===== src/logic/refresh_timer_pkg.sv =====
// constants for the refresh interval timer and parity control block
// Notes on behaviour
// status register word write needs 0xa5 in upper byte; low byte stored.
// counter word write needs 0x69 in upper byte; low byte loaded.
// period constant word write needs 0x96 in upper byte; low byte stored.
// refresh control word write needs 0x5a in upper byte; low byte stored.
// wrong password leaves the protected register unchanged.
// byte writes to protected registers are ignored.
// reads by byte or word need no password; word upper byte reads zero except parity control.
// clock select: 000 stops, then divide by 2,8,32,128,512,2048,4096.
// counter is 8-bit up-counter on selected tick; upper byte reads zero.
// counter equal to constant clears counter and sets match flag.
// on match with refresh enable set, request a CAS-before-RAS refresh.
// interrupt request is match flag AND interrupt enable bit 6.
// match flag cleared only by writing zero after reading it as one.
// counter and status reset to zero by power-on reset only.
// period constant resets to 0x00ff; upper byte fixed zero.
// parity error sets flag bit 15; cleared by read-one then write-zero.
// parity force bit 14 drives both parity pins high on data output; the code does so only for accesses in the selected space.
// polarity bit 13: zero even parity, one odd parity.
// space field: 00 off, 01 DRAM only, 10 DRAM and area 2, 11 reserved.
// parity control resets to zero on power-on only; reserved bits read zero.
// with refresh disabled the counter is just an 8-bit interval timer.
// match clear beats a same-cycle counter write; flag still set.
package refresh_timer_pkg;
   // register selects
   localparam logic [1:0] sel_status = 2'h0;
   localparam logic [1:0] sel_count = 2'h1;
   localparam logic [1:0] sel_period = 2'h2;
   localparam logic [2:0] sel_w = 3'h3;
   localparam logic [2:0] reg_status = 3'h0;
   localparam logic [2:0] reg_count = 3'h1;
   localparam logic [2:0] reg_period = 3'h2;
   localparam logic [2:0] reg_refresh = 3'h3;
   localparam logic [2:0] reg_parity = 3'h4;
   // passwords
   localparam logic [7:0] pw_status = 8'ha5;
   localparam logic [7:0] pw_count = 8'h69;
   localparam logic [7:0] pw_period = 8'h96;
   localparam logic [7:0] pw_refresh = 8'h5a;
   // field positions
   localparam int match_flag_pos = 7;
   localparam int match_irq_enable_pos = 6;
   localparam int refresh_enable_pos = 7;
   localparam int parity_error_flag_pos = 15;
   localparam int parity_force_high_pos = 14;
   localparam int parity_polarity_pos = 13;
   // reset values and writable masks
   localparam logic [7:0] status_reset = 8'h00;
   localparam logic [7:0] count_reset = 8'h00;
   localparam logic [7:0] period_reset = 8'hff;
   localparam logic [7:0] refresh_reset = 8'h00;
   localparam logic [4:0] parity_reset = 5'h00;
   localparam logic [7:0] status_mask = 8'hf8;
   localparam logic [7:0] refresh_mask = 8'hf0;
   // prescaler width: divides up to 4096
   localparam int prescale_w = 12;
endpackage : refresh_timer_pkg


===== src/logic/parity_unit.sv =====
// parity generation and checking for external DRAM data lanes
`timescale 1ns/100ps
module parity_unit
   import refresh_timer_pkg::*;
(
   // clock and reset
   input wire logic core_clk,
   input wire logic nrst,
   // settings
   input wire logic parity_force_high,
   input wire logic parity_polarity,
   input wire logic [1:0] parity_space,
   // access qualifiers
   input wire logic access_dram,
   input wire logic access_area2,
   input wire logic data_out_en,
   input wire logic read_strobe,
   input wire logic [15:0] bus_data,
   input wire logic parity_pin_upper_in,
   input wire logic parity_pin_lower_in,
   // results
   output logic parity_pin_upper,
   output logic parity_pin_lower,
   output logic parity_error_pulse
);
   // space decode
   wire space_hit = (parity_space == 2'h1 && access_dram) ||
                    (parity_space == 2'h2 && (access_dram || access_area2));
   // polarity applied to both lanes
   wire gen_upper = ^bus_data[15:8] ^ parity_polarity;
   wire gen_lower = ^bus_data[7:0] ^ parity_polarity;
   wire err_now = space_hit && read_strobe &&
                  ((gen_upper != parity_pin_upper_in) || (gen_lower != parity_pin_lower_in));
   // output pins registered
   always_ff @(posedge core_clk)
   begin
      if (!nrst)
      begin
         parity_pin_upper <= 1'b0;
         parity_pin_lower <= 1'b0;
         parity_error_pulse <= 1'b0;
      end
      else
      begin
         // forced high for testing the checker
         parity_pin_upper <= data_out_en && space_hit && (parity_force_high || gen_upper);
         parity_pin_lower <= data_out_en && space_hit && (parity_force_high || gen_lower);
         parity_error_pulse <= err_now;
      end
   end
endmodule : parity_unit


===== src/logic/refresh_timer.sv =====
// refresh interval timer with password-protected registers and parity control
`timescale 1ns/100ps
module refresh_timer
   import refresh_timer_pkg::*;
(
   // clock and power-on reset
   input wire logic core_clk,
   input wire logic nrst,
   // register access
   input wire logic reg_wr,
   input wire logic reg_rd,
   input wire logic reg_word,
   input wire logic reg_byte_hi,
   input wire logic [2:0] reg_sel,
   input wire logic [15:0] reg_wdata,
   output logic [15:0] reg_rdata,
   // refresh and interrupt
   output logic refresh_request,
   output logic match_irq_request,
   // parity side
   input wire logic access_dram,
   input wire logic access_area2,
   input wire logic data_out_en,
   input wire logic read_strobe,
   input wire logic [15:0] bus_data,
   input wire logic parity_pin_upper_in,
   input wire logic parity_pin_lower_in,
   output logic parity_pin_upper,
   output logic parity_pin_lower
);
   logic [7:0] status_r;
   logic [7:0] count_r;
   logic [7:0] period_r;
   logic [7:0] refresh_r;
   logic [4:0] parity_r;
   logic [prescale_w-1:0] prescale_r;
   logic match_seen_r;
   logic perr_seen_r;
   logic tick_r;
   logic parity_error_pulse;

   // only word writes qualify
   wire word_wr = reg_wr && reg_word;
   // password compare
   wire wr_status = word_wr && reg_sel == reg_status && reg_wdata[15:8] == pw_status;
   wire wr_count = word_wr && reg_sel == reg_count && reg_wdata[15:8] == pw_count;
   wire wr_period = word_wr && reg_sel == reg_period && reg_wdata[15:8] == pw_period;
   wire wr_refresh = word_wr && reg_sel == reg_refresh && reg_wdata[15:8] == pw_refresh;
   // parity control is unprotected: word write, or byte write to the upper lane
   wire wr_parity = reg_wr && reg_sel == reg_parity && (reg_word || reg_byte_hi);
   wire [7:0] parity_wbyte = reg_word ? reg_wdata[15:8] : reg_wdata[7:0];

   // clock select decode into a divider tap
   wire [2:0] clock_select = status_r[5:3];
   logic [prescale_w-1:0] tap_mask;
   always_comb
   begin
      unique case (clock_select)
         3'h0: tap_mask = 12'h000;
         3'h1: tap_mask = 12'h001;
         3'h2: tap_mask = 12'h007;
         3'h3: tap_mask = 12'h01f;
         3'h4: tap_mask = 12'h07f;
         3'h5: tap_mask = 12'h1ff;
         3'h6: tap_mask = 12'h7ff;
         3'h7: tap_mask = 12'hfff;
      endcase
   end
   wire tick_nxt = clock_select != 3'h0 && (prescale_r & tap_mask) == tap_mask;

   // continuous compare
   wire match = count_r == period_r;
   // clearing needs a prior read of one
   wire match_clear = wr_status && !reg_wdata[match_flag_pos] && match_seen_r;
   wire perr_clear = wr_parity && !parity_wbyte[7] && perr_seen_r;
   wire status_rd = reg_rd && reg_sel == reg_status && status_r[match_flag_pos];
   wire parity_rd = reg_rd && reg_sel == reg_parity && parity_r[4];

   // free-running prescaler; at select 0 it still runs but tick stays low
   always_ff @(posedge core_clk)
   begin
      if (!nrst)
         prescale_r <= '0;
      else
         prescale_r <= prescale_r + 12'h001;
   end

   always_ff @(posedge core_clk)
   begin
      if (!nrst)
         tick_r <= 1'b0;
      else
         tick_r <= tick_nxt;
   end

   // counter: match clear wins over a software load
   always_ff @(posedge core_clk)
   begin
      if (!nrst)
         count_r <= count_reset;
      else if (match)
         count_r <= 8'h00;
      else if (wr_count)
         count_r <= reg_wdata[7:0];
      else if (tick_r)
         count_r <= count_r + 8'h01;
   end

   // status; set of the flag beats its clear
   always_ff @(posedge core_clk)
   begin
      if (!nrst)
         status_r <= status_reset;
      else
      begin
         if (wr_status)
            status_r[6:0] <= reg_wdata[6:0] & status_mask[6:0];
         if (match)
            status_r[match_flag_pos] <= 1'b1;
         else if (match_clear)
            status_r[match_flag_pos] <= 1'b0;
      end
   end

   // remember that software saw the flag set
   always_ff @(posedge core_clk)
   begin
      if (!nrst)
      begin
         match_seen_r <= 1'b0;
         perr_seen_r <= 1'b0;
      end
      else
      begin
         match_seen_r <= status_rd || (match_seen_r && !match_clear && status_r[match_flag_pos]);
         perr_seen_r <= parity_rd || (perr_seen_r && !perr_clear && parity_r[4]);
      end
   end

   // period constant
   always_ff @(posedge core_clk)
   begin
      if (!nrst)
         period_r <= period_reset;
      else if (wr_period)
         period_r <= reg_wdata[7:0];
   end

   // refresh control
   always_ff @(posedge core_clk)
   begin
      if (!nrst)
         refresh_r <= refresh_reset;
      else if (wr_refresh)
         refresh_r <= reg_wdata[7:0] & refresh_mask;
   end

   // parity control; error set beats clear
   always_ff @(posedge core_clk)
   begin
      if (!nrst)
         parity_r <= parity_reset;
      else
      begin
         if (wr_parity)
            parity_r[3:0] <= parity_wbyte[6:3];
         if (parity_error_pulse)
            parity_r[4] <= 1'b1;
         else if (perr_clear)
            parity_r[4] <= 1'b0;
      end
   end

   // one-cycle refresh request on each match when enabled
   always_ff @(posedge core_clk)
   begin
      if (!nrst)
         refresh_request <= 1'b0;
      else
         refresh_request <= match && refresh_r[refresh_enable_pos];
   end

   // interrupt level
   assign match_irq_request = status_r[match_flag_pos] && status_r[match_irq_enable_pos];

   // read mux, upper byte zero except parity control
   logic [15:0] rdata_nxt;
   always_comb
   begin
      unique case (reg_sel)
         reg_status: rdata_nxt = {8'h00, status_r};
         reg_count: rdata_nxt = {8'h00, count_r};
         reg_period: rdata_nxt = {8'h00, period_r};
         reg_refresh: rdata_nxt = {8'h00, refresh_r};
         reg_parity: rdata_nxt = {parity_r, 11'h000};
         default: rdata_nxt = 16'h0000;
      endcase
   end

   always_ff @(posedge core_clk)
   begin
      if (!nrst)
         reg_rdata <= 16'h0000;
      else if (reg_rd)
         reg_rdata <= rdata_nxt;
   end

   // parity generation and check
   parity_unit u_parity (
      .core_clk(core_clk),
      .nrst(nrst),
      .parity_force_high(parity_r[3]),
      .parity_polarity(parity_r[2]),
      .parity_space(parity_r[1:0]),
      .access_dram(access_dram),
      .access_area2(access_area2),
      .data_out_en(data_out_en),
      .read_strobe(read_strobe),
      .bus_data(bus_data),
      .parity_pin_upper_in(parity_pin_upper_in),
      .parity_pin_lower_in(parity_pin_lower_in),
      .parity_pin_upper(parity_pin_upper),
      .parity_pin_lower(parity_pin_lower),
      .parity_error_pulse(parity_error_pulse)
   );
endmodule : refresh_timer


===== config.mk =====
export PLATFORM = sky130hd
export DESIGN_NAME = refresh_timer
export DESIGN_NICKNAME = d
export VERILOG_FILES = /design/src/logic/refresh_timer_pkg.sv /design/src/logic/parity_unit.sv /design/src/logic/refresh_timer.sv
export SDC_FILE = /design/constraint.sdc
export NUM_CORES = 1
export LEC_CHECK = 0
export BUFFER_PORTS_ARGS = -buffer_cell sky130_fd_sc_hd__buf_2
export CORE_UTILIZATION = 25
export CTS_BUF_LIST = sky130_fd_sc_hd__clkbuf_8
export DETAILED_ROUTE_END_ITERATION = 6
export PLACE_DENSITY_LB_ADDON = 0.15
export SYNTH_ARGS = -nofsm -noshare
export SYNTH_HDL_FRONTEND = slang
export SYNTH_SLANG_ARGS = --single-unit

===== constraint.sdc =====
create_clock -name core_clk -period 2.8 [get_ports core_clk]
set_input_delay 0.28 -clock core_clk [delete_from_list [all_inputs] [get_ports core_clk]]
set_output_delay 0.28 -clock core_clk [all_outputs]
set_load 0.01 [all_outputs]

; Word-level counts from Yosys, hierarchy flattened
; Memories as Yosys holds them, arrays and structs flattened. A register that Yosys moved wholly into a read port is not among the register bits.
; Cells that the tools add are included.
[op_classes]
addsub = 2
eq_ne = 14
muxes = 10
bitwise = 4
n_reduce_logical = 53
[op_table]
columns = operator, count
row1 = 16-bit case mux with 5 select lines, 1
row2 = 1-bit logical AND, 33
row3 = 8-bit 2-to-1 mux, 3
row4 = 8-bit by 7-bit == test with 1-bit output (second input constant), 2
row5 = 8-bit == test (second input constant), 2
row6 = 8-bit parity, 2
row7 = 12-bit by 1-bit adder with 12-bit output (second input constant), 1
row8 = 12-bit AND, 1
row9 = 12-bit == test, 1
row10 = 8-bit by 1-bit adder with 8-bit output (second input constant), 1
row11 = 8-bit == test, 1
row12 = 1-bit logical OR, 8
row13 = 3-bit by 2-bit == test with 1-bit output (second input constant), 2
row14 = 3-bit 2-to-1 mux, 2
row15 = 2-bit nonzero test, 3
row16 = 1-bit zero test, 4
row17 = 1-bit 2-to-1 mux, 4
row18 = 3-bit by 1-bit == test with 1-bit output (second input constant), 1
row19 = 3-bit == test (second input constant), 1
row20 = 3-bit zero test, 1
row21 = 3-bit nonzero test, 1
row22 = 2-bit by 1-bit == test with 1-bit output (second input constant), 1
row23 = 2-bit == test (second input constant), 1
row24 = 1-bit inequality test, 2
row25 = other kinds (3), 4
[word_totals]
reg_bits = 65
rom_bits = 96
wordCells = 100
mem_count = 1
[mem_list]
columns = memory, words, width, rd, rd_clocked_by_memory_dff, wr, line_no
row1 = (name not given), 8, 12, 1, 1, 0, refresh_timer.sv:58  ; unique case (clock_select)

; Depth between registers and ports, before layout
[depth]
depth_word = 9
mapped_depth = 6
mapped_depth_nobuf = 5

; By module
; A second synthesis with hierarchy kept.
[hier_totals]
hier_cells = 382
area_unflattened_um2 = 3524.6
[modules_own_cells]
columns = module, instances, cells_each, area_each_um2, seq_area_each_um2
row1 = refresh_timer, 1, 354, 3204.3, 1321.3
row2 = parity_unit, 1, 28, 320.3, 60.1

; Least setup slack after synthesis
; Ideal clock, no wire load.
[synth_path]
path_type = input-to-reg
from = in reg_sel[1]
to = reg tap_mask[0] (netlist name)
setup_ns = 0.115
arrival_ns = 1.462
slack_ns = 1.222
cell_stages = 5
n_path_buf = 1
cell_sequence = buf_6 -> nor4b_4 -> nand4_4 -> or4_1 -> and3_1
[synth_between]
elab_chain_len = 5
[synth_lines]
columns = item, line_no
row1 = start: declaration, refresh_timer.sv:14  ; input wire logic [2:0] reg_sel,
row2 = 3-bit zero test, refresh_timer.sv:45  ; wire wr_status = word_wr && reg_sel == reg_status && reg_wdata[15:8] == pw_status;
row3 = 1-bit logical AND (2 in series), refresh_timer.sv:45
row4 = 3-bit 2-to-1 mux (no source line) (2 in series), n/a
; No other way between the ends.
; A chain may end at the register's enable or synchronous reset.

; Worst setup path after layout
[layout_path]
from = reg count_r[2]
to = reg count_r[7]
[layout_between]
elab_chain_len = 3
word_cells_on_any_way = 5
classes_between = add/sub (1) / eq/ne (1) / mux (2) / reduce/logical (1)
[layout_lines]
columns = item, line_no
row1 = start: declaration, refresh_timer.sv:32  ; logic [7:0] count_r;
row2 = start signal: assignment, refresh_timer.sv:100  ; count_r <= count_reset;
row3 = start signal: assignment, refresh_timer.sv:104  ; count_r <= reg_wdata[7:0];
row4 = start signal: assignment, refresh_timer.sv:106  ; count_r <= count_r + 8'h01;
row5 = 8-bit by 1-bit adder with 8-bit output, refresh_timer.sv:106
row6 = 8-bit 2-to-1 mux, refresh_timer.sv:105  ; else if (tick_r)
row7 = 8-bit 2-to-1 mux, refresh_timer.sv:103  ; else if (wr_count)
; Several ways; a longest one is shown, not always the timed one. The select of a mux whose other input is x is not followed.

==> impl_metrics.env <==
export IMPL_synth_adder_area_share=0.00706
export IMPL_fmax_ghz=0.566
export IMPL_netlist_area_um2=3550
export IMPL_power_density_nw_per_um2=496
export IMPL_viasPerCell=4.62
export IMPL_yosys_top_cells_area="dfxtp_1 (39%), nor2b_1 (5.5%), xnor2_1 (5.2%)"
export IMPL_setup_tns_ns=0
export IMPL_seq_area_frac_synth=0.390
export IMPL_min_path_type="input port to register"
export IMPL_synth_compound_area_frac=0.137
export IMPL_syn_avg_cell_area_um2=9.16
export IMPL_die_h_um=121
export IMPL_fill_cells=1506
export IMPL_clock_sinks=69
export IMPL_nets=493
export IMPL_totalPowerFinal_mw=2.09
export IMPL_slew_viol_final=0
export IMPL_numCtsBuffers=9
export IMPL_skew_ns=0.00954
export IMPL_coreArea_um2=13900
export IMPL_finalWorstSetupSlack_ns=1.03
export IMPL_crit_fanout=8
export IMPL_diodes=0
export IMPL_clk_pin_slew_worst_paths_ns=0.08
export IMPL_grt_pass1_wl_um=15000
export IMPL_boundaryPins=67
export IMPL_ant_nets=0
export IMPL_finalInstanceArea_um2=4220
export IMPL_ys_flop_type="dfxtp_1"
export IMPL_dieArea_um2=14700
export IMPL_clkLatencyLatePin_ns=0.37
export IMPL_synth_simple_area_share=0.248
export IMPL_hpwl_um=6800
export IMPL_outcome="complete, no violations"
export IMPL_drt_wl_total_um=9170
export IMPL_synth_seq_cells=69
export IMPL_dpl_cell_area_um2=4010
export IMPL_setup_viol=0
export IMPL_end_kind="register"
export IMPL_yosysMostFrequentCell="dfxtp_1"
export IMPL_wl_per_cell_um=14.6
export IMPL_cts_resized=0
export IMPL_syn_to_final_growth_pct=19.0
export IMPL_gp_congestion=0.759
export IMPL_rsz0062_at_grt="no"
export IMPL_htreeDepth=3
export IMPL_post_synth_top_area_cell="dfxtp_1"
export IMPL_drv_cap=0
export IMPL_leakagePower_nw=1.71
export IMPL_cts_setup_buffers=0
export IMPL_finalHoldViolCount=0
export IMPL_vdd_ir_drop_max_v=0.000225
export IMPL_initial_core_util=0.255
export IMPL_pre_cts_slack_ns=0.897
export IMPL_start_kind="register"
export IMPL_dr_pass1_iters=4
export IMPL_vias=2907
export IMPL_post_route_period_util=0.631
export IMPL_worstPathRequired_ns=3.01
export IMPL_root_buffer="clkbuf_8"
export IMPL_grt_pass1_vias=2824
export IMPL_cp_data_arrival_time_ns=1.98
export IMPL_grt_max_degree=34
export IMPL_port_buffers=63
export IMPL_clock_path_buffers=2
export IMPL_synth_edff_count=0
export IMPL_crit_type="register to register"
export IMPL_die_w_um=121
export IMPL_row_count=43
export IMPL_synth_async_reset_ratio=0
export IMPL_synthMuxAreaShare=0.0709
export IMPL_synthXorXnorAreaFrac=0.102
export IMPL_worst_slew_pin_slew_ns=0.850
export IMPL_hold_worst_slack_ns=0.155
export IMPL_yosys_top_cells_count="dfxtp_1 (69), nand2_1 (39), nor2b_1 (31)"
export IMPL_cts_tree="done"
export IMPL_grt_util_all_layers=0.135
export IMPL_antenna_found_initial=0
export IMPL_ys_warn_count=0
export IMPL_synth_top_family_by_area="simple AND/OR/NAND/NOR gates"
export IMPL_synthCells=387
export IMPL_post_route_drc_count=0
export IMPL_drive_above_1_share=0.207
export IMPL_yosysUniqueCellTypes=54
export IMPL_grt_remaining_overflow=0
export IMPL_ctsHoldBuffers=0
export IMPL_period_minus_slack_ns=1.77
export IMPL_synth_top_area_frac=0.390
export IMPL_drt_iter0_drc=89
export IMPL_slew_limit_headroom=0.427
## flip-flops by register name, summed over array words and instances (netlist names), 4 cells and up
signal / cells
count_r: 8
parity_r: 5
period_r: 8
prescale_r: 12
refresh_r: 4
reg_rdata: 13
status_r: 5
tap_mask: 7
## layer usage
layer  routed length [um]  up-vias  GRT usage  share of wire
met1                 4350     1355      0.174           0.47
li1                     -     1470          -              -
met2                 4260       70      0.215           0.46
met4                  176        0     0.0625          0.019
met5                    0        -          0              0
met3                  383       12     0.0296          0.042
## worst paths after layout
| path | endpoint | startpoint | cells after the start | slack, ns |
|---|---|---|---|---|
| worst max register to register | count_r[7] | count_r[2] | 4 | 1.03 |
| worst min register to register | parity_r[4] | u_parity.parity_error_pulse | 1 | 0.45 |
| worst min-delay path | count_r[2] | reg_wdata[2] | 3 | 0.15 |
| worst max-delay path | count_r[7] | count_r[2] | 4 | 1.03 |
## per-stage QoR
step,cells,utilization
final,629,0.304
after CTS,629,0.304
after global routing,629,0.304
after detailed placement,613,0.289
after global placement,613,0.289
after floorplan,389,-
## worst max-delay path, stage by stage, from the launching register on
cell	delay, ns
dfxtp_1	0.46
xnor2_1	0.15
nand2_1	0.11
o41ai_2	0.80
a21oi_1	0.09
## cell families after synthesis
kind of cell | count (synthesis)
adder cells (fa/ha/maj) | 2
AO/OA/AOI/OAI | 75
AND/OR/NAND/NOR | 151
flip-flops | 69
other | 1
XOR/XNOR | 35
buffers and inverters | 34
multiplexers | 20
## cell usage in the layout, fill, tap and decap left out, types with 2 or more instances in the layout
master / count
dfxtp_1: 69
buf_2: 63
nand2_1: 39
nor2b_1: 31
a21oi_1: 23
nand3_1: 23
xnor2_1: 21
o21ai_0: 18
and2_1: 15
mux2i_1: 15
inv_1: 12
clkbuf_8: 12
xor2_1: 10
nor3_1: 6
and3_1: 5
nor2_1: 5
o21a_1: 5
a21boi_0: 5
o211a_1: 5
nand4_1: 4
xnor3_1: 4
a22oi_1: 4
mux4_2: 4
o22ai_1: 4
buf_4: 4
or4_1: 3
and4_1: 3
or3_1: 3
conb_1: 3
and4bb_2: 2
nand4bb_1: 2
nor4_1: 2
ha_1: 2
## report_power, final
group          internal, mW  total (mW)  switching [mW]
clock                 0.480       0.873           0.394
combinational         0.112       0.221           0.108
sequential            0.990       0.997         0.00714
total                  1.58        2.09           0.509
## cell type report
cell class	instances	area [um^2]	share of cell area
clock buffers	12	165	0.0391
multi-input cells	286	2010	0.477
repair buffers	67	345	0.0819
flip-flops and latches	69	1380	0.327
well taps	180	225	0.0534
inverters	11	41.3	0.00979
clock inverters	4	46.3	0.0110
Note: power is estimated with default switching activity, not from simulation.
